==> config.mk <==
export PLATFORM = sky130hd
export DESIGN_NAME = mhsp_serial_port
export DESIGN_NICKNAME = d
export VERILOG_FILES = /design/src/mhsp_pkg.sv /design/src/mhsp_mem.sv /design/src/mhsp_uart_rx.sv /design/src/mhsp_serial_port.sv
export SDC_FILE = /design/constraint.sdc
export NUM_CORES = 2
export LEC_CHECK = 0
export ABC_AREA = 1
export BUFFER_PORTS_ARGS = -buffer_cell sky130_fd_sc_hd__clkbuf_2
export CORE_AREA = 4 4 421 423
export CTS_CLUSTER_SIZE = 16
export DETAILED_ROUTE_END_ITERATION = 8
export DIE_AREA = 0 0 425 427
export GPL_TIMING_DRIVEN = 1
export PLACE_DENSITY = 0.7
export SLEW_MARGIN = 10
export SYNTH_ARGS = -nofsm -noshare
export SYNTH_HDL_FRONTEND = slang
export SYNTH_SLANG_ARGS = --single-unit
==> constraint.sdc <==
create_clock -name I_MCLK -period 4.7 [get_ports I_MCLK]
set_input_delay 0.235 -clock I_MCLK [delete_from_list [all_inputs] [get_ports I_MCLK]]
set_output_delay 0.235 -clock I_MCLK [all_outputs]
set_load 0.1 [all_outputs]
==> src/mhsp_pkg.sv <==
// shared constants, types and the checksum function of the modem host serial port
package mhsp_pkg;

   // ==========================================================
   // clock and serial timing
   localparam int CLK_HZ = 100000000;
   localparam int DEF_BAUD = 9600;
   localparam int OVERSAMPLE = 16;
   // clocks per sixteenth of a bit at the factory default rate, rounded down
   localparam logic [15:0] DEF_DIV = 16'(CLK_HZ / (DEF_BAUD * OVERSAMPLE));
   localparam logic [3:0] MID_START = 4'h7;
   localparam logic [3:0] LAST_SUB = 4'hf;
   localparam logic [3:0] DATA_BITS = 4'h8;
   localparam logic [3:0] FRAME_LAST = 4'h9;

   // ==========================================================
   // buffer sizes and flow control levels
   localparam logic [7:0] BUF_DEPTH = 8'h84;   // 132 bytes
   localparam logic [7:0] CTS_OFF_LEVEL = 8'h73;   // 115 bytes
   localparam logic [7:0] CTS_ON_LEVEL = 8'h62;   // 98 bytes
   localparam logic [7:0] PKT_MAX = 8'h40;   // 64 bytes
   localparam int RXQ_DEPTH = 128;
   localparam logic [6:0] RX_CRC_LEN = 7'h02;

   // ==========================================================
   // packet check
   localparam logic [15:0] CRC_INIT = 16'h0000;
   localparam logic [15:0] CRC_POLY = 16'h1021;
   localparam logic [7:0] HDR_TOKEN = 8'h00;

   // ==========================================================
   // radio byte kinds and reported modes
   localparam logic [1:0] KIND_HDR = 2'h0;
   localparam logic [1:0] KIND_DATA = 2'h1;
   localparam logic [1:0] KIND_CRC = 2'h2;
   localparam logic [1:0] MODE_IDLE = 2'h0;
   localparam logic [1:0] MODE_TX = 2'h1;
   localparam logic [1:0] MODE_RX = 2'h2;

   typedef enum logic [2:0] {
      MHSP_IDLE, MHSP_TX_HDR, MHSP_TX_DATA, MHSP_TX_CRC_HI, MHSP_TX_CRC_LO, MHSP_TX_END, MHSP_RX
   } mhsp_mode_t;

   typedef enum logic [1:0] {RXS_IDLE, RXS_START, RXS_DATA, RXS_STOP} mhsp_rxs_t;

   // one byte step of the 16-bit check, msb first
   function automatic logic [15:0] mhsp_crc16(input logic [15:0] c, input logic [7:0] d);
      logic [15:0] x;
      x = c ^ {d, 8'h00};
      for (int i = 0; i < 8; i++) begin
         x = x[15] ? ((x << 1) ^ CRC_POLY) : (x << 1);
      end
      return x;
   endfunction

endpackage

==> src/mhsp_mem.sv <==
// small byte memory with registered read data
`timescale 1ns/1ns
`default_nettype none
module mhsp_mem #(
   parameter int DEPTH = 132,
   parameter int AW = 8
) (
   // clock
   input wire logic i_clk,
   input wire logic i_ce,
   // write port
   input wire logic i_we,
   input wire logic [AW-1:0] i_waddr,
   input wire logic [7:0] i_wdata,
   // read port
   input wire logic [AW-1:0] i_raddr,
   output logic [7:0] o_rdata
);
   logic [7:0] mem [DEPTH];

   // no reset on the array: contents are only read after being written
   always_ff @(posedge i_clk) begin
      if (i_ce) begin
         if (i_we) begin
            mem[i_waddr] <= i_wdata;
         end
         o_rdata <= mem[i_raddr];
      end
   end
endmodule
`default_nettype wire

==> src/mhsp_uart_rx.sv <==
// host serial input receiver, 16x oversampled
`timescale 1ns/1ns
`default_nettype none
module mhsp_uart_rx
   import mhsp_pkg::*;
(
   // clock and reset
   input wire logic i_clk,
   input wire logic i_rst_b,
   input wire logic i_ce,
   // serial line and rate
   input wire logic i_line,
   input wire logic [15:0] i_div,
   // received character
   output logic o_valid,
   output logic [7:0] o_data,
   output logic o_frame_err
);
   typedef struct packed {
      logic s1;
      logic s2;
      mhsp_rxs_t st;
      logic [15:0] cnt;
      logic [3:0] sub;
      logic [3:0] nbit;
      logic [7:0] sh;
      logic valid;
      logic ferr;
   } mhsp_rx_t;

   mhsp_rx_t r;
   mhsp_rx_t n;
   logic tick;

   // ==========================================================
   // framing: start low, 8 bits lsb first, stop high
   always_comb begin
      n = r;
      n.valid = 1'b0;
      n.ferr = 1'b0;
      n.s1 = i_line;
      n.s2 = r.s1;   // only s2 is looked at
      tick = (r.cnt >= i_div - 16'h0001);
      n.cnt = tick ? 16'h0000 : r.cnt + 16'h0001;
      if (r.st == RXS_IDLE) begin
         n.cnt = 16'h0000;
         n.sub = 4'h0;
         if (!r.s2) begin
            n.st = RXS_START;
         end
      end else if (tick) begin
         n.sub = r.sub + 4'h1;
         unique case (r.st)
            RXS_START: begin
               // recheck at mid start so a glitch is not taken as a character
               if (r.sub == MID_START) begin
                  n.sub = 4'h0;
                  n.nbit = 4'h0;
                  n.st = r.s2 ? RXS_IDLE : RXS_DATA;
               end
            end
            RXS_DATA: begin
               if (r.sub == LAST_SUB) begin
                  n.sh = {r.s2, r.sh[7:1]};
                  n.nbit = r.nbit + 4'h1;
                  if (r.nbit == DATA_BITS - 4'h1) begin
                     n.st = RXS_STOP;
                  end
               end
            end
            RXS_STOP: begin
               if (r.sub == LAST_SUB) begin
                  n.valid = 1'b1;
                  n.ferr = ~r.s2;
                  n.st = RXS_IDLE;
               end
            end
            default: n.st = RXS_IDLE;
         endcase
      end
   end

   always_ff @(posedge i_clk or negedge i_rst_b) begin
      if (!i_rst_b) begin
         r <= '{s1: 1'b1, s2: 1'b1, st: RXS_IDLE, default: '0};
      end else if (i_ce) begin
         r <= n;
      end
   end

   assign o_valid = r.valid;
   assign o_data = r.sh;
   assign o_frame_err = r.ferr;
endmodule
`default_nettype wire

==> src/mhsp_serial_port.sv <==
// host side serial port, transmit buffer, flow control and mode control of the modem
`timescale 1ns/1ns
`default_nettype none
// Notes on behaviour
// - line idles high; start, 8 bits, stop
// - only eight payload bits go over radio
// - 7-bit parity formats pass as 8 bits
// - first host byte starts radio transmission
// - during reception host bytes wait in buffer
// - transmit buffer holds 132 bytes
// - clear-to-send goes high at 115 bytes
// - clear-to-send returns low below 98 bytes
// - host rate 2400 to 57600, obeys flow control
// - received bytes leave only after check passes
// - request-to-send level never gates output
// - command-select high routes characters to commands
// - forced entry low: command mode, default rate
// - forced entry changes no stored setting
// - idle unless busy; receive on radio data
// - idle to transmit on first buffered byte
// - transmit header, then packet with check
// - bytes kept until a packet carries them
// - defer transmission while others transmit
// - append 16-bit check; drop failed packets
// - packet carries bytes gathered, at most 64
// - bytes held in receive sent after idle
module mhsp_serial_port
   import mhsp_pkg::*;
(
   // clock, reset, enable
   input wire logic I_MCLK,
   input wire logic I_RST_B,
   input wire logic I_CE,
   // host pins
   input wire logic I_HOST_SERIAL_IN,
   output logic O_HOST_SERIAL_OUT,
   output logic O_CTS_N,
   input wire logic I_RTS_CMD,
   input wire logic I_FORCE_CMD_N,
   // stored configuration
   input wire logic [15:0] I_BAUD_DIV,
   // command characters and status
   output logic O_CMD_MODE,
   output logic O_CMD_VALID,
   output logic [7:0] O_CMD_DATA,
   output logic O_FRAME_ERR,
   output logic O_OVERRUN,
   output logic [7:0] O_BUF_LEVEL,
   output logic [1:0] O_MODE,
   // radio transmit stream
   output logic O_RF_TX_VALID,
   output logic [7:0] O_RF_TX_DATA,
   output logic [1:0] O_RF_TX_KIND,
   input wire logic I_RF_TX_READY,
   // radio receive stream
   input wire logic I_RF_DETECT,
   input wire logic I_RF_RX_VALID,
   input wire logic [7:0] I_RF_RX_DATA,
   input wire logic I_RF_RX_END
);
   typedef struct packed {
      mhsp_mode_t mode;
      logic cmd_s1;
      logic cmd_s2;
      logic frc_s1;
      logic frc_s2;
      logic cts_n;
      logic [7:0] count;
      logic [7:0] wr_ptr;
      logic [7:0] rd_ptr;
      logic [7:0] pkt_left;
      logic fetched;
      logic [15:0] crc;
      logic tx_full;
      logic [7:0] tx_data;
      logic [1:0] tx_kind;
      logic [6:0] rxw;
      logic [6:0] rxc;
      logic [6:0] rxr;
      logic [15:0] rx_crc;
      logic [6:0] rx_len;
      logic do_busy;
      logic do_fetched;
      logic [8:0] do_sh;
      logic [3:0] do_bit;
      logic [3:0] do_sub;
      logic [15:0] baud_cnt;
      logic do_line;
      logic cmd_valid;
      logic [7:0] cmd_data;
      logic ferr;
      logic ovr;
   } mhsp_state_t;

   mhsp_state_t r;
   mhsp_state_t n;

   logic cmd_mode;
   logic [15:0] div;
   logic rx_valid;
   logic [7:0] rx_data;
   logic rx_ferr;
   logic push;
   logic pop;
   logic [7:0] txq;
   logic [7:0] rxq;
   logic rxq_we;
   logic baud_tick;

   // ==========================================================
   // host receiver and the two byte stores
   // forced entry swaps in the default rate without touching the stored divisor
   assign div = r.frc_s2 ? I_BAUD_DIV : DEF_DIV;

   mhsp_uart_rx u_rx (
      .i_clk(I_MCLK),
      .i_rst_b(I_RST_B),
      .i_ce(I_CE),
      .i_line(I_HOST_SERIAL_IN),
      .i_div(div),
      .o_valid(rx_valid),
      .o_data(rx_data),
      .o_frame_err(rx_ferr)
   );

   mhsp_mem #(.DEPTH(int'(BUF_DEPTH)), .AW(8)) u_txmem (
      .i_clk(I_MCLK),
      .i_ce(I_CE),
      .i_we(push),
      .i_waddr(r.wr_ptr),
      .i_wdata(rx_data),
      .i_raddr(r.rd_ptr),
      .o_rdata(txq)
   );

   mhsp_mem #(.DEPTH(RXQ_DEPTH), .AW(7)) u_rxmem (
      .i_clk(I_MCLK),
      .i_ce(I_CE),
      .i_we(rxq_we),
      .i_waddr(r.rxw),
      .i_wdata(I_RF_RX_DATA),
      .i_raddr(r.rxr),
      .o_rdata(rxq)
   );

   // ==========================================================
   // next state
   always_comb begin
      n = r;
      n.cmd_valid = 1'b0;
      n.ferr = 1'b0;
      n.ovr = 1'b0;
      n.cmd_s1 = I_RTS_CMD;
      n.cmd_s2 = r.cmd_s1;
      n.frc_s1 = I_FORCE_CMD_N;
      n.frc_s2 = r.frc_s1;
      cmd_mode = r.cmd_s2 | ~r.frc_s2;
      pop = 1'b0;

      // host characters: commands, buffer, or dropped
      push = rx_valid & ~rx_ferr & ~cmd_mode & (r.count != BUF_DEPTH);
      n.ferr = rx_valid & rx_ferr;
      n.ovr = rx_valid & ~rx_ferr & ~cmd_mode & (r.count == BUF_DEPTH);
      if (rx_valid && !rx_ferr && cmd_mode) begin
         n.cmd_valid = 1'b1;
         n.cmd_data = rx_data;
      end
      if (push) begin
         n.wr_ptr = (r.wr_ptr == BUF_DEPTH - 8'h01) ? 8'h00 : r.wr_ptr + 8'h01;
      end

      // radio takes the presented byte; header acceptance fixes the packet size
      if (r.tx_full && I_RF_TX_READY) begin
         n.tx_full = 1'b0;
         if (r.tx_kind == KIND_HDR) begin
            n.pkt_left = (r.count > PKT_MAX) ? PKT_MAX : r.count;
         end
      end

      unique case (r.mode)
         MHSP_IDLE: begin
            if (I_RF_DETECT) begin
               n.mode = MHSP_RX;
            end else if (r.count != 8'h00) begin
               n.mode = MHSP_TX_HDR;
            end
         end
         MHSP_TX_HDR: begin
            if (!r.tx_full) begin
               n.tx_full = 1'b1;
               n.tx_data = HDR_TOKEN;
               n.tx_kind = KIND_HDR;
               n.crc = CRC_INIT;
               n.fetched = 1'b0;
               n.mode = MHSP_TX_DATA;
            end
         end
         MHSP_TX_DATA: begin
            // one idle cycle after each pop lets the registered read catch up
            if (!r.fetched) begin
               n.fetched = 1'b1;
            end else if (!r.tx_full) begin
               n.tx_full = 1'b1;
               n.tx_data = txq;
               n.tx_kind = KIND_DATA;
               n.crc = mhsp_crc16(r.crc, txq);
               n.fetched = 1'b0;
               pop = 1'b1;
               n.rd_ptr = (r.rd_ptr == BUF_DEPTH - 8'h01) ? 8'h00 : r.rd_ptr + 8'h01;
               n.pkt_left = r.pkt_left - 8'h01;
               if (r.pkt_left == 8'h01) begin
                  n.mode = MHSP_TX_CRC_HI;
               end
            end
         end
         MHSP_TX_CRC_HI: begin
            if (!r.tx_full) begin
               n.tx_full = 1'b1;
               n.tx_data = r.crc[15:8];
               n.tx_kind = KIND_CRC;
               n.mode = MHSP_TX_CRC_LO;
            end
         end
         MHSP_TX_CRC_LO: begin
            if (!r.tx_full) begin
               n.tx_full = 1'b1;
               n.tx_data = r.crc[7:0];
               n.tx_kind = KIND_CRC;
               n.mode = MHSP_TX_END;
            end
         end
         MHSP_TX_END: begin
            // a packet already begun is finished; the next one yields to the air
            if (!r.tx_full) begin
               if (I_RF_DETECT) begin
                  n.mode = MHSP_RX;
               end else if (r.count != 8'h00) begin
                  n.mode = MHSP_TX_HDR;
               end else begin
                  n.mode = MHSP_IDLE;
               end
            end
         end
         MHSP_RX: begin
            if (!I_RF_DETECT) begin
               n.mode = MHSP_IDLE;
            end
         end
      endcase

      // occupancy and flow control with hysteresis
      n.count = r.count + {7'h00, push} - {7'h00, pop};
      if (n.count >= CTS_OFF_LEVEL) begin
         n.cts_n = 1'b1;
      end else if (n.count < CTS_ON_LEVEL) begin
         n.cts_n = 1'b0;
      end

      // radio reception into the ring; only checked packets are committed
      rxq_we = I_RF_RX_VALID & (r.mode == MHSP_RX) & ((r.rxw + 7'h01) != r.rxr);
      if (rxq_we) begin
         n.rxw = r.rxw + 7'h01;
         n.rx_crc = mhsp_crc16(r.rx_crc, I_RF_RX_DATA);
         n.rx_len = (r.rx_len == 7'h7f) ? r.rx_len : r.rx_len + 7'h01;
      end
      if (I_RF_RX_END) begin
         // residue is zero when the trailing check bytes match
         if (r.rx_crc == 16'h0000 && r.rx_len > RX_CRC_LEN) begin
            n.rxw = r.rxw - RX_CRC_LEN;
            n.rxc = r.rxw - RX_CRC_LEN;
         end else begin
            n.rxw = r.rxc;
         end
         n.rx_crc = CRC_INIT;
         n.rx_len = 7'h00;
      end else if (r.mode == MHSP_RX && n.mode != MHSP_RX) begin
         n.rxw = r.rxc;   // truncated packet never passed its check
         n.rx_crc = CRC_INIT;
         n.rx_len = 7'h00;
      end

      // host serial output, bit timer free running at the receiver's rate, the default rate under forced entry
      baud_tick = (r.baud_cnt >= div - 16'h0001);
      n.baud_cnt = baud_tick ? 16'h0000 : r.baud_cnt + 16'h0001;
      if (!r.do_busy) begin
         // request-to-send is not consulted here
         if (r.rxr != r.rxc) begin
            if (!r.do_fetched) begin
               n.do_fetched = 1'b1;
            end else begin
               n.do_line = 1'b0;
               n.do_sh = {1'b1, rxq};
               n.do_busy = 1'b1;
               n.do_bit = 4'h0;
               n.do_sub = 4'h0;
               n.do_fetched = 1'b0;
               n.rxr = r.rxr + 7'h01;
            end
         end
      end else if (baud_tick) begin
         n.do_sub = r.do_sub + 4'h1;
         if (r.do_sub == LAST_SUB) begin
            if (r.do_bit == FRAME_LAST) begin
               n.do_busy = 1'b0;
            end else begin
               n.do_line = r.do_sh[0];
               n.do_sh = {1'b1, r.do_sh[8:1]};
               n.do_bit = r.do_bit + 4'h1;
            end
         end
      end
   end

   // ==========================================================
   // state register; enable low freezes everything
   always_ff @(posedge I_MCLK or negedge I_RST_B) begin
      if (!I_RST_B) begin
         r <= '{mode: MHSP_IDLE, cmd_s1: 1'b0, cmd_s2: 1'b0, frc_s1: 1'b1, frc_s2: 1'b1,
                crc: CRC_INIT, rx_crc: CRC_INIT, do_line: 1'b1, default: '0};
      end else if (I_CE) begin
         r <= n;
      end
   end

   // ==========================================================
   // outputs
   assign O_HOST_SERIAL_OUT = r.do_line;
   assign O_CTS_N = r.cts_n;
   assign O_CMD_MODE = r.cmd_s2 | ~r.frc_s2;
   assign O_CMD_VALID = r.cmd_valid;
   assign O_CMD_DATA = r.cmd_data;
   assign O_FRAME_ERR = r.ferr;
   assign O_OVERRUN = r.ovr;
   assign O_BUF_LEVEL = r.count;
   assign O_MODE = (r.mode == MHSP_IDLE) ? MODE_IDLE : ((r.mode == MHSP_RX) ? MODE_RX : MODE_TX);
   assign O_RF_TX_VALID = r.tx_full;
   assign O_RF_TX_DATA = r.tx_data;
   assign O_RF_TX_KIND = r.tx_kind;
endmodule
`default_nettype wire

; ---- After elaboration in Yosys (flattened, before gate mapping)
; Memory sizes are Yosys's and may differ from the RTL's. A register that Yosys moved wholly into a read port is not among the register bits.
; Cells that the tools add are included.
[totals]
regBits = 197
ramBits = 2080
output_inout_bits = 35
elab_cells = 281
n_memories = 2
[classes]
n_addsub = 16
magnitude_cmp = 6
n_eq_ne = 39
muxes = 108
n_bitwise = 33
reduce_logical = 37
[mem_list]
columns = name, depth, word_bits, rd, rd_ports_with_merged_regs, wr, line
row1 = u_txmem.mem, 132, 8, 1, 1, 1, mhsp_mem.sv:19  ; logic [7:0] mem [DEPTH];
row2 = u_rxmem.mem, 128, 8, 1, 1, 1, mhsp_mem.sv:19
[ops]
columns = op, count
row1 = $mux W13, 18
row2 = $mux W8, 9
row3 = $mux W23, 3
row4 = $mux W16, 4
row5 = $mux W17, 3
row6 = $not A3 Y3, 16
row7 = $pmux W11 S4, 1
row8 = $mux W36, 1
row9 = $mux W7, 5
row10 = $pmux W17 S2, 1
row11 = $mux W3, 11
row12 = $add A16 B1 Y16 const B, 2
row13 = $ge A16 B16 Y1, 2
row14 = $xor A16 B16 Y16, 2
row15 = $mux W28, 1
row16 = $mux W27, 1
row17 = $mux W1, 26
row18 = $mux W2, 13
row19 = $eq A8 B8 Y1 const B, 3
row20 = $mux W11, 2
row21 = $add A7 B1 Y7 const B, 3
row22 = $pmux W3 S7, 1
row23 = $mux W19, 1
row24 = $mux W18, 1
row25 = other kinds (50), 109

; ---- Depth between registers and ports, before layout
[logic_depth]
depth_word = 20
depth_mapped = 24

; ---- By module
; A second synthesis with hierarchy kept.
[hier_totals]
hier_cells = 8867
hier_area_um2 = 98565.8
[modules_own_cells]
columns = module, instances, cells_per_inst, area_each_um2
row1 = mhsp_mem at u_txmem, 1, 3650, 43593.1
row2 = mhsp_mem at u_rxmem, 1, 3577, 42393.2
row3 = mhsp_serial_port, 1, 1282, 9905.8
row4 = mhsp_uart_rx, 1, 358, 2673.8

; ---- Worst setup path before layout
; No wires, ideal clock.
[synth_path]
path_type = register to register
from = reg r (netlist bit O_RF_TX_VALID)
to = reg r (netlist bit O_CTS_N)
t_arrival_ns = 3.735
slack_ns = 0.831
stages_incl_launch_ff = 18
path_buffers = 2
synth_period_minus_slack_ns = 3.869
path_cell_list = dfrtp_1 > buf_2 > inv_1 > nand3_2 > inv_1 > clkbuf_1 > ha_1 > inv_1 > ha_1 > inv_1 > fa_1 > o21ai_0 > a21oi_1 > o21ai_0 > xor2_1 > or2_2 > nand4_1 > o211ai_1
[synth_between]
elab_chain_cells = 7
elab_cells_between_ends = 9
cone_classes = 1 x add/sub / 2 x order compare / 4 x mux / 2 x reduce/logical
[synth_rtl]
columns = item, line
row1 = "start, declared", mhsp_serial_port.sv:95  ; mhsp_state_t r;
row2 = "start signal, assigned", mhsp_serial_port.sv:318  ; r <= '{mode: MHSP_IDLE, cmd_s1: 1'b0, cmd_s2: 1'b0, frc_s1: 1'b1, frc_s2: 1'b1,
row3 = "start signal, assigned", mhsp_serial_port.sv:321  ; r <= n;
row4 = $mux W1 (*), mhsp_serial_port.sv:202  ; end else if (!r.tx_full) begin
row5 = $mux W1 (*), mhsp_serial_port.sv:200  ; if (!r.fetched) begin
row6 = $mux W1 (*), mhsp_serial_port.sv:180  ; unique case (r.mode)
row7 = $sub A8 B1 Y8 (*), mhsp_serial_port.sv:252  ; n.count = r.count + {7'h00, push} - {7'h00, pop};
row8 = $ge A8 B7 Y1 or $lt A8 B7 Y1 (tied branches), "mhsp_serial_port.sv:253, mhsp_serial_port.sv:255"
row9 = $reduce_bool A2 Y1 (no line), -
row10 = $reduce_and A2 Y1 (no line), -
; Mark *: on every way between the ends. The rest lies on a longest branch, timed or not.
; A chain may end at the register's enable or synchronous reset.

; ---- Final worst setup path
[layout_path]
from = reg r[152] in the netlist's numbering
to = mem u_txmem.mem[5][0] (enable)
[layout_between]
elab_chain_cells = 8
[layout_rtl]
columns = item, line
row1 = $not A1 Y1, mhsp_serial_port.sv:157  ; cmd_mode = r.cmd_s2 | ~r.frc_s2;
row2 = $or A1 B1 Y1, mhsp_serial_port.sv:157
row3 = $not A1 Y1, mhsp_serial_port.sv:161  ; push = rx_valid & ~rx_ferr & ~cmd_mode & (r.count != BUF_DEPTH);
row4 = $and A1 B1 Y1 (2 in a row), mhsp_serial_port.sv:161
row5 = $mux W1, mhsp_mem.sv:24  ; if (i_we) begin
row6 = $mux W1, mhsp_mem.sv:23  ; if (i_ce) begin
row7 = $mux W1 (not written as such), mhsp_mem.sv:25  ; mem[i_waddr] <= i_wdata;
row8 = "end, declared", mhsp_mem.sv:19
; Every way passes these cells.

==> results.ini <==
[outcome]
outcome=complete, but fails checks
violations=hold timing

[sta]
hold_viol_final=5
grt_setup_unrepaired=false
slew_headroom_pct=16.1
worst_pin_slew_ns=1.26
max_clock_freq_ghz=0.246
final-setup-viol-count=0
hold_slack_ns=-0.00283
clock-skew-final_ns=0.0582
setup_ws_ns=0.640
min_period_ns=4.06
slew_viol_final=0
fin_tns_setup_ns=0
period_share_pct=86.4

[floorplan]
die-area_um2=181000
die_x_um=425
die_h_um=427
io_pins=69
rows=153
core_um2=173000
initial_core_util_pct=54.8

[clock_network]
numCtsBuffers=223
cts_max_path_buffers=3
root_buffer=clkbuf_16
clkTransAtPathRegs_ns=0.06
cts_tree=yes
cts_resized=0
cts_num_sinks=2293
htreeDepth=4
clock_latency_ns=0.89

[finish]
drive_gt1_share_pct=8.76
syn2layout_area_growth_pct=11.0
fin_cells=10300
fin_nets=7898
final_cell_area_um2=106000

[synthesis]
synthCells=7816
syn-cell-area_um2=95100
yosysWarnings=0
ys_seq_area_share_pct=71.4
syn-num-nets=7920
synth_cell_types=62
synthArstFlopShare_pct=8.59
synth_edf_count=2096
synth_ff_type=edfxtp_1
avgSynthCellArea_um2=12.2
synth_seq_cells=2293

[worst_setup_path]
cp.required_ns=5.17
cp.arrival_ns=4.53
cp_cell_sequence=inv_2, nor2_1, nand3_1, nor2_2, inv_1, nor2_1, nand2_1, nor2_1
crit_path_start_kind=flip-flop
cp_slowest_cell=nor2_1
slowest_delay_ns=0.81
critical_path_class=reg -> reg
crit_path_frequent_cell=nor2_1
critPathMaxFanout=18
endpoint_kind=flip-flop

[power_and_ir_drop]
p_int_mw=38.6
p_leak_nw=36.4
peakVddDrop_mv=0.807
switching_share_pct=37.5
p_seq_share_pct=38.0
totalPowerFinal_mw=61.8
p_switching_mw=23.1
power_density_nw_per_um2=585
p_clk_share_pct=29.4
pwr-share-comb_pct=32.7

[placed_design]
globalplace.congestion=0.909
place_area_um2=97800
place_inst=9869
portBuffers=68
dpl_worst_slack_ns=0.749
hpwl_mm=148

[routing]
vias=63800
antenna_left=0
wl_per_cell_um=24.3
firstDrtPassIters=9
drc=0
drtIter0Drc=8501
via_per_inst=6.19
routed_wl_mm=251

[flow_run]
cap_violations=0

[global_route]
track_usage_pct=27.3
grt_pass1_vias=61100
grt_pass1_wl_mm=379
grt_start_max_net_pins=213
overflow=0
antenna_found_initial=2

[worst_hold_path]
hold_path.class=in -> async

[power by group through the flow]
| stage | Combinational [mW] | Clock (mW) | Sequential, mW |
|---|---|---|---|
| 2_1_floorplan | 13.5 | 0 | 23.5 |
| 3_3_place_gp | 19.5 | 0 | 23.8 |
| 3_5_place_dp | 19.7 | 0 | 23.9 |
| 4_1_cts | 19.9 | 18.3 | 23.4 |
| 5_1_grt | 21.8 | 19.3 | 23.5 |
| 6_report | 20.2 | 18.1 | 23.5 |
[state kept, by name, summed over array words and instances (netlist names)]
register,cells
n,2
O_BUF_LEVEL,8
O_HOST_SERIAL_OUT,1
u_rx.o_data,8
r,125
O_OVERRUN,1
O_RF_TX_DATA,8
u_txmem.mem,1056
u_rxmem.o_rdata,8
u_rx.o_valid,1
O_FRAME_ERR,1
O_RF_TX_VALID,1
u_rx.o_frame_err,1
u_txmem.o_rdata,8
O_RF_TX_KIND,2
O_CMD_DATA,8
O_CMD_VALID,1
u_rx.r,27
u_rx.n,1
u_rxmem.mem,1024
O_CTS_N,1
[worst paths after layout]
path                                    startpoint                            to  slack, ns  depth (start not counted)
worst max register to register  r[152]$_DFFE_PN1P_   u_txmem.mem[5][0]$_DFFE_PP_       0.64                          8
max in group asynchronous                  I_RST_B             r[71]$_DFFE_PN0P_       3.64                          3
worst min-delay path                       I_RST_B           O_CTS_N$_DFFE_PN0P_     -0.003                          2
min in group I_MCLK                I_RF_RX_DATA[7]  u_rxmem.mem[56][7]$_DFFE_PP_       0.29                          2
worst max-delay path            r[152]$_DFFE_PN1P_   u_txmem.mem[5][0]$_DFFE_PP_       0.64                          8
worst min register to register   r[44]$_DFFE_PN0P_             r[44]$_DFFE_PN0P_       0.46                          2
[placed cells by master, fill, tap and decap left out, types with 11 or more instances in the layout]
master,count
edfxtp_1,2096
nor2_1,1503
o21ai_0,1176
nand2_1,683
o22ai_1,343
nand3_1,274
clkbuf_16,223
inv_1,202
dfrtp_1,178
buf_4,150
o221ai_1,133
o211ai_1,119
a21oi_1,110
ha_1,69
xor2_1,65
nand4_1,60
clkbuf_2,58
clkinv_1,54
clkinv_2,49
xnor2_1,38
clkbuf_1,37
nor3_1,36
bufinv_16,26
buf_12,26
dlygate4sd3_1,25
or2_2,20
a31oi_1,18
a22o_1,16
o21ai_2,14
dfrtp_4,14
inv_2,12
o21ai_1,11
[per-stage QoR]
stage / util, % / hold slack, ns
2_1_floorplan: - / -0.0606
3_3_place_gp: 56.4 / 0.389
3_5_place_dp: 56.4 / 0.388
4_1_cts: 60.9 / 0.0345
5_1_grt: 60.9 / 0.0954
6_report: 60.9 / -0.00283
[worst max-delay path, delay by kind of cell, from the launching register on]
family / cells / cell delay (ns)
simple gates: 6 / 2.64
flops: 1 / 0.73
buf+inv: 2 / 0.27
[cells in the mapped netlist (all sizes together) (9+ instances only)]
library cell | count | area share [%]
nor4 | 9 | 0.059
nor3 | 37 | 0.21
inv | 216 | 0.86
xor2 | 66 | 0.62
nor2 | 1521 | 6.1
a22o | 16 | 0.15
o21ai | 1201 | 6.4
xnor2 | 38 | 0.35
dfrtp | 192 | 5.1
a21oi | 112 | 0.60
nand2 | 700 | 2.9
nand3 | 284 | 1.6
clkbuf | 362 | 1.4
nand4 | 61 | 0.41
edfxtp | 2096 | 66
o22ai | 343 | 2.3
or2 | 20 | 0.13
o211ai | 119 | 0.94
a31oi | 18 | 0.12
ha | 69 | 0.91
buf | 145 | 0.92
o221ai | 133 | 1.2
[final cells by class]
| type | count | area (µm²) |
|---|---|---|
| sequential | 2293 | 67900 |
| clock buffer | 263 | 5760 |
| inverter | 224 | 871 |
| tap | 2325 | 2910 |
| clock inverter | 158 | 1760 |
| fill | 13400 | 67900 |
| multi-input combinational | 4792 | 24100 |
| timing repair buffer | 260 | 2200 |
| antenna | 3 | 7.51 |
[timing repair]
action / CTS / global route
setup endpoints to repair: 0 / 0
hold endpoints to repair: 318 / 0
hold buffers: 25 / 0
buffers inserted: 0 / 0
[per-layer routing]
layer  global-route usage [%]  wire length [µm]  vias to the layer above
met5                        0                 7                        -
met4                     11.8             11500                        2
met3                     4.18             23300                      553
met2                     43.6            119000                     3510
met1                     37.5             97200                    31300
li1                         -                 -                    28500
[kinds of logic (layout without fill, tap and decap cells)]
logic type	Yosys count	count (layout)	share of synthesized area, %
other cells	0	3	0
xor+xnor	104	104	0.966
compound gates	1970	1970	11.9
buf+inv	731	905	3.24
simple gates	2638	2638	11.4
fa+ha+maj	70	70	0.929
mux	10	10	0.116
flops	2293	2293	71.4
(Power assumes the default switching activity.)
